[src/rtl/hmc_cfg.svh]
`ifndef HMC_CFG_SVH
`define HMC_CFG_SVH
`define HMC_CTRL_ADDR 16'h6040
`define HMC_CW_SWITCH_ON 0
`define HMC_CW_EN_VOLT 1
`define HMC_CW_QSTOP 2
`define HMC_CW_EN_OP 3
`define HMC_CW_START 4
`define HMC_CW_FAULT_RST 7
`define HMC_CW_HALT 8
`define HMC_SW_WARN 7
`define HMC_SW_REMOTE 9
`define HMC_SW_REACHED 10
`define HMC_SW_ILIMIT 11
`define HMC_SW_ATTAINED 12
`define HMC_SW_HERR 13
`define HMC_SW_TORQUE 15
`define HMC_HALT_RAMP 16'h0001
`define HMC_HALT_QUICK 16'h0002
`endif

[src/rtl/hmc_pkg.sv]
package hmc_pkg;
  typedef struct packed {
    logic torque_limit_reached;
    logic internal_limit;
    logic warning;
    logic stop_input;
    logic excited;
    logic op_enabled;
    logic factory_default;
    logic init_done;
  } hmc_drive_st_t;
  typedef struct packed {
    logic run;
    logic decel;
    logic quick;
    logic preset;
  } hmc_motion_t;
  typedef enum logic [3:0] {
    HMC_IDLE = 4'h1,
    HMC_RUN = 4'h2,
    HMC_STOP = 4'h4,
    HMC_DONE = 4'h8
  } hmc_state_t;
endpackage

[src/rtl/hmc_param_sel.sv]
`timescale 1ns/1ps
module hmc_param_sel (
  input wire logic homing_mode_i,
  input wire logic factory_default_i,
  input wire logic [31:0] drive_offset_i,
  input wire logic [31:0] sensor_offset_i,
  output logic [31:0] offset_o
);
  always_comb begin
    if (homing_mode_i) begin
      offset_o = drive_offset_i;
    end else if (factory_default_i) begin
      offset_o = sensor_offset_i;
    end else begin
      offset_o = drive_offset_i;
    end
  end
endmodule

[src/rtl/hmc_top.sv]
`timescale 1ns/1ps
`include "hmc_cfg.svh"
module hmc_top (
  input wire logic ref_clk_i,
  input wire logic rst_i,
  input wire logic cw_wr_i,
  input wire logic [15:0] cw_addr_i,
  input wire logic [15:0] cw_data_i,
  input wire logic homing_mode_i,
  input wire hmc_pkg::hmc_drive_st_t drive_st_i,
  input wire logic [15:0] halt_option_i,
  input wire logic [31:0] drive_home_offset_i,
  input wire logic [31:0] sensor_home_offset_i,
  input wire logic home_found_i,
  input wire logic home_fail_i,
  input wire logic motor_stopped_i,
  output logic [15:0] control_word_o,
  output logic [15:0] status_word_o,
  output hmc_pkg::hmc_motion_t motion_o,
  output logic [31:0] preset_value_o
);
  import hmc_pkg::*;

  hmc_drive_st_t st_s1_r, st_s2_r;
  logic found_s1_r, found_s2_r, fail_s1_r, fail_s2_r;
  logic stopped_s1_r, stopped_s2_r;
  logic [15:0] cw_r, cw_nxt;
  logic prev_start_r, prev_start_nxt;
  hmc_state_t state_r, state_nxt;
  logic attained_r, attained_nxt;
  logic herr_r, herr_nxt;
  logic reached_r, reached_nxt;
  logic quick_r, quick_nxt;
  logic preset_r, preset_nxt;
  logic [31:0] preset_val_r, preset_val_nxt;
  logic [15:0] sw_r, sw_nxt;
  logic [31:0] offset_sel;
  logic halt, start_edge, start_ok, cw_hit;

  // pins from the drive side are asynchronous to the fieldbus logic
  always_ff @(posedge ref_clk_i) begin
    st_s1_r <= drive_st_i;
    st_s2_r <= st_s1_r;
    found_s1_r <= home_found_i;
    found_s2_r <= found_s1_r;
    fail_s1_r <= home_fail_i;
    fail_s2_r <= fail_s1_r;
    stopped_s1_r <= motor_stopped_i;
    stopped_s2_r <= stopped_s1_r;
  end

  hmc_param_sel u_sel (
    .homing_mode_i(homing_mode_i),
    .factory_default_i(st_s2_r.factory_default),
    .drive_offset_i(drive_home_offset_i),
    .sensor_offset_i(sensor_home_offset_i),
    .offset_o(offset_sel)
  );

  assign cw_hit = cw_wr_i && (cw_addr_i == `HMC_CTRL_ADDR);
  assign halt = cw_r[`HMC_CW_HALT];
  // edge against the value of the previous update only
  assign start_edge = cw_hit && cw_data_i[`HMC_CW_START] &&
                      !prev_start_r;
  assign start_ok = start_edge && homing_mode_i && (state_r == HMC_IDLE)
                    && !halt && !st_s2_r.stop_input
                    && st_s2_r.op_enabled && st_s2_r.excited;

  always_comb begin
    cw_nxt = cw_r;
    prev_start_nxt = prev_start_r;
    if (cw_hit) begin
      cw_nxt = cw_data_i;
      prev_start_nxt = cw_data_i[`HMC_CW_START];
    end
  end

  always_ff @(posedge ref_clk_i) begin
    if (rst_i) begin
      cw_r <= 16'h0000;
      prev_start_r <= 1'b0;
    end else begin
      cw_r <= cw_nxt;
      prev_start_r <= prev_start_nxt;
    end
  end

  always_comb begin
    state_nxt = state_r;
    attained_nxt = attained_r;
    herr_nxt = herr_r;
    reached_nxt = reached_r;
    quick_nxt = quick_r;
    preset_nxt = 1'b0;
    preset_val_nxt = preset_val_r;
    unique case (state_r)
      HMC_IDLE: begin
        if (start_ok) begin
          state_nxt = HMC_RUN;
          attained_nxt = 1'b0;
          herr_nxt = 1'b0;
          reached_nxt = 1'b0;
        end
      end
      HMC_RUN: begin
        if (fail_s2_r) begin
          herr_nxt = 1'b1;
          reached_nxt = 1'b1;
          state_nxt = HMC_IDLE;
        end else if (found_s2_r) begin
          state_nxt = HMC_DONE;
        end else if (!cw_r[`HMC_CW_START]) begin
          state_nxt = HMC_STOP;
          quick_nxt = 1'b0;
        end else if (halt) begin
          state_nxt = HMC_STOP;
          quick_nxt = (halt_option_i == `HMC_HALT_QUICK);
        end
      end
      HMC_STOP: begin
        if (stopped_s2_r) begin
          state_nxt = HMC_IDLE;
          reached_nxt = 1'b1;
          quick_nxt = 1'b0;
        end
      end
      HMC_DONE: begin
        preset_nxt = 1'b1;
        preset_val_nxt = offset_sel;
        attained_nxt = 1'b1;
        reached_nxt = 1'b1;
        state_nxt = HMC_IDLE;
      end
    endcase
  end

  always_ff @(posedge ref_clk_i) begin
    if (rst_i) begin
      state_r <= HMC_IDLE;
      attained_r <= 1'b0;
      herr_r <= 1'b0;
      reached_r <= 1'b1;
      quick_r <= 1'b0;
      preset_r <= 1'b0;
      preset_val_r <= 32'h0000_0000;
    end else begin
      state_r <= state_nxt;
      attained_r <= attained_nxt;
      herr_r <= herr_nxt;
      reached_r <= reached_nxt;
      quick_r <= quick_nxt;
      preset_r <= preset_nxt;
      preset_val_r <= preset_val_nxt;
    end
  end

  always_comb begin
    sw_nxt = 16'h0000;
    sw_nxt[`HMC_SW_TORQUE] = st_s2_r.torque_limit_reached;
    sw_nxt[`HMC_SW_HERR] = herr_r;
    sw_nxt[`HMC_SW_ATTAINED] = attained_r;
    sw_nxt[`HMC_SW_ILIMIT] = st_s2_r.internal_limit;
    sw_nxt[`HMC_SW_REACHED] = reached_r;
    sw_nxt[`HMC_SW_REMOTE] = st_s2_r.init_done;
    sw_nxt[`HMC_SW_WARN] = st_s2_r.warning;
  end

  always_ff @(posedge ref_clk_i) begin
    if (rst_i) begin
      sw_r <= 16'h0000;
    end else begin
      sw_r <= sw_nxt;
    end
  end

  assign control_word_o = cw_r;
  assign status_word_o = sw_r;
  assign preset_value_o = preset_val_r;
  assign motion_o.run = (state_r == HMC_RUN);
  assign motion_o.decel = (state_r == HMC_STOP);
  assign motion_o.quick = quick_r;
  assign motion_o.preset = preset_r;
endmodule

[config.mk]
export PLATFORM = sky130hd
export DESIGN_NAME = hmc_top
export DESIGN_NICKNAME = d
export VERILOG_FILES = /design/src/rtl/hmc_pkg.sv /design/src/rtl/hmc_param_sel.sv /design/src/rtl/hmc_top.sv
export VERILOG_INCLUDE_DIRS = /design/src /design/src/rtl
export SDC_FILE = /design/constraint.sdc
export NUM_CORES = 1
export LEC_CHECK = 0
export BUFFER_PORTS_ARGS = -buffer_cell sky130_fd_sc_hd__buf_2
export CAP_MARGIN = 20
export CORE_ASPECT_RATIO = 1.1
export CORE_UTILIZATION = 40
export DETAILED_ROUTE_END_ITERATION = 8
export PLACE_DENSITY = 0.78
export SETUP_SLACK_MARGIN = 0.05
export SLEW_MARGIN = 10
export SYNTH_ARGS = -nofsm -noshare
export SYNTH_HDL_FRONTEND = slang
export SYNTH_HIERARCHICAL = 1
export SYNTH_SLANG_ARGS = --single-unit
[constraint.sdc]
create_clock -name ref_clk_i -period 1.7 [get_ports ref_clk_i]
set_clock_uncertainty 0.05 [all_clocks]
set_input_delay 0.34 -clock ref_clk_i [delete_from_list [all_inputs] [get_ports ref_clk_i]]
set_output_delay 0.34 -clock ref_clk_i [all_outputs]
set_load 0.01 [all_outputs]
==> results of run 1 <==
==> timing repair <==
item	CTS	global route
endpoints found under the setup margin	3	10
gates cloned	0	1
gates resized for setup	11	5
setup buffers	4	0
pin swaps	5	6
==> path summary, 6_finish.rpt <==
path / start / endpoint / slack (ns) / depth (start not counted)
max: state_r[0] / motion_o[3] / -0.08 / 3
min reg2reg: st_s1_r[4] / st_s2_r[4] / 0.28 / 0
min: drive_st_i[2] / st_s1_r[2] / 0.04 / 1
max reg2reg: state_r[0] / quick_r / 0.06 / 5
==> state kept, by name (all words and copies together) (netlist names) <==
signal	flops
herr_r	1
preset_value_o	32
preset_r	1
stopped_s1_r	1
status_word_o	7
quick_r	1
stopped_s2_r	1
fail_s2_r	1
fail_s1_r	1
found_s1_r	1
found_s2_r	1
reached_r	1
st_s2_r	8
state_r	4
attained_r	1
st_s1_r	8
control_word_o	16
==> worst max-delay path, delay by kind of cell (launching register included) <==
family,cells,cell delay [ns]
buffers and inverters,2,0.17
flip-flops,1,0.35
AND/OR/NAND/NOR,1,0.52
==> logic make-up (layout without fill, tap and decap cells) <==
family	after synthesis	in the layout	synth area share [%]
simple gates	128	128	19.5
flops	86	86	48.0
compound gates	75	75	11.1
buf+inv	41	227	7.57
mux	33	33	13.5
other cells	1	9	0.105
xor+xnor	1	1	0.244
==> power by group through the flow <==
stage | Clock (µW) | Combinational [µW] | Sequential (µW)
2_1_floorplan | 0 | 237 | 2130
3_3_place_gp | 0 | 418 | 2130
3_5_place_dp | 0 | 428 | 2130
4_1_cts | 1400 | 452 | 2090
5_1_grt | 1500 | 492 | 2090
6_report | 1360 | 458 | 2090
==> final cells by class <==
type	instances	area, µm²	share of cell area (%)
clock buffer	11	151	3.05
clock inverter	5	40.0	0.807
inverter	2	7.51	0.151
multi-input combinational	246	1670	33.7
sequential	86	1730	34.9
tap	111	139	2.80
timing repair buffer	209	1220	24.6
==> metal layers <==
metal	vias up	global-route usage [%]	share of wire [%]
met2	148	36.7	52
met5	-	0	0
li1	1617	-	-
met4	0	8.65	1.6
met1	1519	21.9	39
met3	12	4.35	7.0
==> per-stage QoR <==
step / hold WS (ns) / TNS [ns] / setup WS [ns] / total power (µW) / util, %
2_1_floorplan: 0.260 / 0 / 0.0509 / 2370 / -
3_3_place_gp: 0.262 / -0.202 / -0.138 / 2550 / 54.5
3_5_place_dp: 0.263 / -0.859 / -0.208 / 2560 / 54.5
4_1_cts: 0.0171 / -0.170 / -0.0925 / 3940 / 57.5
5_1_grt: 0.0123 / -0.284 / -0.146 / 4080 / 58.1
6_report: 0.0418 / -0.136 / -0.0762 / 3900 / 58.1
==> cells in the final DEF (no fill, tap or decap), drive strengths merged, types with 6 or more instances in the layout <==
master  Yosys  layout
a21oi      49      49
buf        22     208
clkbuf     17      12
conb        1       9
dfxtp      86      86
mux2       32      32
nand2      66      66
nand3      16      16
nor2b       9       9
nor4b       6       6
o21ai      19      19
==> flow_metrics.env, run 1 <==
export IMPL_ios=195
export IMPL_wirelength_um=9420
export IMPL_slowest_stage="or4b_4"
export IMPL_fmax_ghz=0.563
export IMPL_grt_ovfl_total=0
export IMPL_synth_most_common_cell="dfxtp_1"
export IMPL_failed_checks="negative setup slack"
export IMPL_hold_violations=0
export IMPL_drc_errors=0
export IMPL_min_period_over_period_pct=104
export IMPL_status="finished, violations left"
export IMPL_ys_types=43
export IMPL_htreeDepth=3
export IMPL_critPathKind="flop to output pin"
export IMPL_viasPerCell=4.92
export IMPL_dpl_instance_area_um2=4660
export IMPL_areaGrowthSynthToFinish_pct=38.4
export IMPL_io_buffers=185
export IMPL_ys_seq_area_share_pct=48.0
export IMPL_instances_no_fill=670
export IMPL_final_area_um2=4960
export IMPL_ant_nets=0
export IMPL_track_usage_pct=19.8
export IMPL_cp_end_kind="output pin"
export IMPL_power_density_nw_per_um2=786
export IMPL_antenna_cells=0
export IMPL_cts_buffer_depth=2
export IMPL_drive_above_1_share_pct=49.6
export IMPL_finalSetupViolations=2
export IMPL_wire_per_inst_um=14.1
export IMPL_crit_path_cell_trace="or4b_4 > inv_2 > buf_6"
export IMPL_syn_area_um2=3590
export IMPL_switchingPower_uw=934
export IMPL_internal_power_uw=2970
export IMPL_final_max_slew_viol_count=0
export IMPL_start_util_pct=42.0
export IMPL_synth_area_leaders="dfxtp_1 (48%), mux2_4 (13%), nand2_1 (6.9%)"
export IMPL_period_needed_ns=1.78
export IMPL_grt_max_degree=64
export IMPL_start_kind="flop"
export IMPL_vdd_ir_drop_max_mv=0.549
export IMPL_ys_ff_latch=86
export IMPL_clk_pin_slew_ns=0.09
export IMPL_synth_common_cells="dfxtp_1 (86), nand2_1 (66), a21oi_1 (49)"
export IMPL_first_global_vias=3302
export IMPL_cellLeakagePower_uw=0.00227
export IMPL_max_stage_delay_ns=0.52
export IMPL_gp_congestion=0.804
export IMPL_clockRootBuffer="clkbuf_8"
export IMPL_postSynth_asyncResetShare_pct=0
export IMPL_grt_pass1_wl_um=14600
export IMPL_ys_warn_count=6
export IMPL_cp_data_required_time_ns=1.31
export IMPL_critPathArrivalTime_ns=1.39
export IMPL_synth_top_area_share_pct=48.0
export IMPL_finalNetCount=681
export IMPL_dp_hpwl_um=6920
export IMPL_cts_tree="done"
export IMPL_p_comb_share_pct=11.7
export IMPL_hold_buffers=0
export IMPL_seqPwrFrac_pct=53.5
export IMPL_drt_iter0_drc=91
export IMPL_cts_buffers=9
export IMPL_placed_cells=649
export IMPL_synth_edf_count=0
export IMPL_cap_violations=0
export IMPL_rsz0062_at_grt="true"
export IMPL_row_count=35
export IMPL_synthFlopType="dfxtp_1"
export IMPL_first_pass_iters=4
export IMPL_syn_inst=365
export IMPL_fin_ws_ns=-0.0762
export IMPL_dieArea_um2=9350
export IMPL_num_fill_cells=792
export IMPL_die_h_um=101
export IMPL_synth_top_area_cell="dfxtp_1"
export IMPL_clock_sinks=86
export IMPL_hold_class="input pin to flop"
export IMPL_core_um2=8540
export IMPL_clk_latency_ns=0.34
export IMPL_avgSynthCellArea_um2=9.82
export IMPL_swShare_pct=23.9
export IMPL_die_w_um=92.3
export IMPL_clkPwrFrac_pct=34.7
export IMPL_detailroute_via_count=3296
export IMPL_cp_max_fo=2
export IMPL_antenna_found_initial=0
Note: power is estimated with default switching activity, not from simulation.
==> run 2: changes to the inputs <==
Settings changed: ABC_AREA set to 1.
==> run 2 against run 1 <==
The flow now finishes without violations; design area shrank 6.4%; power is 1.1% lower; area after synthesis is 1.4% lower; setup slack improved by 0.19 ns; sequential share of layout area is 2.2 points higher; final cell count increased by 13%; maximum frequency increased by 12%; synthesized cell count grew 27%; count of clock-buffer cells in the layout down 2; combinational power down 13%; global-route usage down 1.1 points.
==> flow_metrics.env, run 2 <==
export IMPL_drive_above_1_share_pct=36.5
export IMPL_instances_no_fill=755
export IMPL_clk_pin_slew_ns=0.10
export IMPL_synth_edf_count=0
export IMPL_finalNetCount=766
export IMPL_grt_ovfl_total=0
export IMPL_fmax_ghz=0.631
export IMPL_rsz0062_at_grt="false"
export IMPL_final_max_slew_viol_count=0
export IMPL_cts_tree="done"
export IMPL_io_buffers=185
export IMPL_critPathArrivalTime_ns=1.19
export IMPL_period_needed_ns=1.58
export IMPL_synthFlopType="dfxtp_1"
export IMPL_synth_top_family_by_area="simple AND/OR/NAND/NOR gates"
export IMPL_cap_violations=0
export IMPL_synth_common_cells="dfxtp_1 (86), nor2_1 (86), nand2_1 (73)"
export IMPL_clockRootBuffer="clkbuf_8"
export IMPL_ys_warn_count=6
export IMPL_start_kind="flop"
export IMPL_start_util_pct=41.6
export IMPL_cp_data_required_time_ns=1.31
export IMPL_ys_seq_area_share_pct=48.7
export IMPL_cp_depth=4
export IMPL_power_density_nw_per_um2=830
export IMPL_detailroute_via_count=3540
export IMPL_ys_types=31
export IMPL_antenna_cells=0
export IMPL_critPathBufInv=2
export IMPL_avgSynthCellArea_um2=7.60
export IMPL_final_common_cell="buf_2"
export IMPL_gp_congestion=0.825
export IMPL_grt_pass1_wl_um=14100
export IMPL_first_pass_iters=4
export IMPL_dp_hpwl_um=6510
export IMPL_cp_max_fo=4
export IMPL_cp_end_kind="output pin"
export IMPL_slowest_stage="dfxtp_2"
export IMPL_core_um2=8500
export IMPL_highest_layer="met4"
export IMPL_viasPerCell=4.69
export IMPL_crit_path_cell_trace="nor2_2 > nand3_2 > inv_2 > buf_2"
export IMPL_hold_violations=0
export IMPL_track_usage_pct=18.7
export IMPL_synth_area_leaders="dfxtp_1 (49%), nor2_1 (9.1%), nand2_1 (7.7%)"
export IMPL_tns_ns=0
export IMPL_final_area_um2=4650
export IMPL_ant_nets=0
export IMPL_synth_adder_area_share_pct=0
export IMPL_ys_ff_latch=86
export IMPL_critPathKind="flop to output pin"
export IMPL_status="finished clean"
export IMPL_drc_errors=0
export IMPL_row_count=35
export IMPL_synth_top_area_cell="dfxtp_1"
export IMPL_cts_buffer_depth=2
export IMPL_hold_buffers=0
export IMPL_dpl_instance_area_um2=4420
export IMPL_postSynth_asyncResetShare_pct=0
export IMPL_synth_compound_area_share_pct=9.94
export IMPL_most_common_layout_cells="buf_2 (185), nor2_1 (86), dfxtp_1 (85), nand2_1 (72), o21ai_0 (49)"
export IMPL_synth_simple_area_share_pct=29.3
export IMPL_drt_iter0_drc=164
export IMPL_wire_per_inst_um=11.5
export IMPL_finalSetupViolations=0
export IMPL_grt_max_degree=51
export IMPL_synthMuxAreaShare_pct=0
export IMPL_cts_buffers=9
export IMPL_max_stage_delay_ns=0.36
export IMPL_first_global_vias=3351
export IMPL_die_h_um=101
export IMPL_wl_met1_um=3640
export IMPL_cellLeakagePower_uw=0.00249
export IMPL_ios=195
export IMPL_synth_top_area_share_pct=48.7
export IMPL_min_period_over_period_pct=93.2
export IMPL_dieArea_um2=9220
export IMPL_placed_cells=737
export IMPL_met3_length_um=546
export IMPL_vdd_ir_drop_max_mv=0.416
export IMPL_reg2regPathDepth=7
export IMPL_syn_area_um2=3540
export IMPL_wirelength_um=8670
export IMPL_die_w_um=91.6
export IMPL_min_path_cells=1
export IMPL_antenna_found_initial=0
export IMPL_htreeDepth=3
export IMPL_clock_sinks=86
export IMPL_crit_family="flip-flops"
export IMPL_clk_latency_ns=0.34
export IMPL_hold_class="input pin to flop"
export IMPL_met2_length_um=4330
export IMPL_areaGrowthSynthToFinish_pct=31.4
export IMPL_largest_reg_flops=32
export IMPL_yosys_area_share_xor_xnor_pct=0
export IMPL_syn_inst=465
## run 2: changes by cell type after synthesis, sizes merged, moves of 5 or more
cell   previous run  this run
a21oi            49        18
inv               2        39
mux2             32         0
nand2            66        85
nand3            16        46
nor2              5        89
nor2b             9         0
nor4b             6         1
o21ai            19        50
## run 2: worst paths after layout
kind                  endpoint  slack, ns     startpoint
setup / recovery   motion_o[3]       0.12     state_r[2]
hold / removal      st_s1_r[2]       0.04  drive_st_i[2]
setup reg to reg    state_r[2]       0.17     state_r[2]
hold reg to reg   stopped_s2_r       0.29   stopped_s1_r
## run 2: cell type report
class	instances	area (µm²)
sequential	86	1720
multi-input combinational	310	1440
clock inverter	7	72.6
inverter	39	151
tap	111	139
timing repair buffer	193	998
fill	829	3850
clock buffer	9	124
## run 2: power by group
part	switching, µW	internal, µW
sequential	22.5	2060
clock	799	579
combinational	210	187
## run 2: layer usage
metal  track usage [%]  vias to the layer above
met5                 0                        -
li1                  -                     1799
met1              20.9                     1578
met2              35.6                      150
met4              6.84                        0
met3              3.17                       13
## run 2: what timing repair did
| action | CTS | global route |
|---|---|---|
| setup buffers | 0 | 2 |
| gates resized for setup | 1 | 6 |
| setup endpoints to repair | 1 | 6 |
| pin swaps | 0 | 1 |
| endpoints found under the hold margin | 0 | 0 |
## run 2: cell families (layout without fill, tap and decap cells)
family | after synthesis | count (layout)
AND/OR/NAND/NOR | 232 | 232
buffers and inverters | 77 | 248
other | 1 | 9
AO/OA/AOI/OAI | 69 | 69
flip-flops | 86 | 86
## run 2: metrics by stage
stage	hold WS, ns	total power [µW]	utilization (%)	setup WS (ns)
2_1_floorplan	0.260	2350	-	0.374
6_report	0.0394	3860	54.7	0.115
4_1_cts	0.0212	3890	54.3	0.0716
3_5_place_dp	0.262	2520	52.0	0.0431
5_1_grt	0.0151	4050	54.7	0.0324
3_3_place_gp	0.261	2500	52.0	0.152
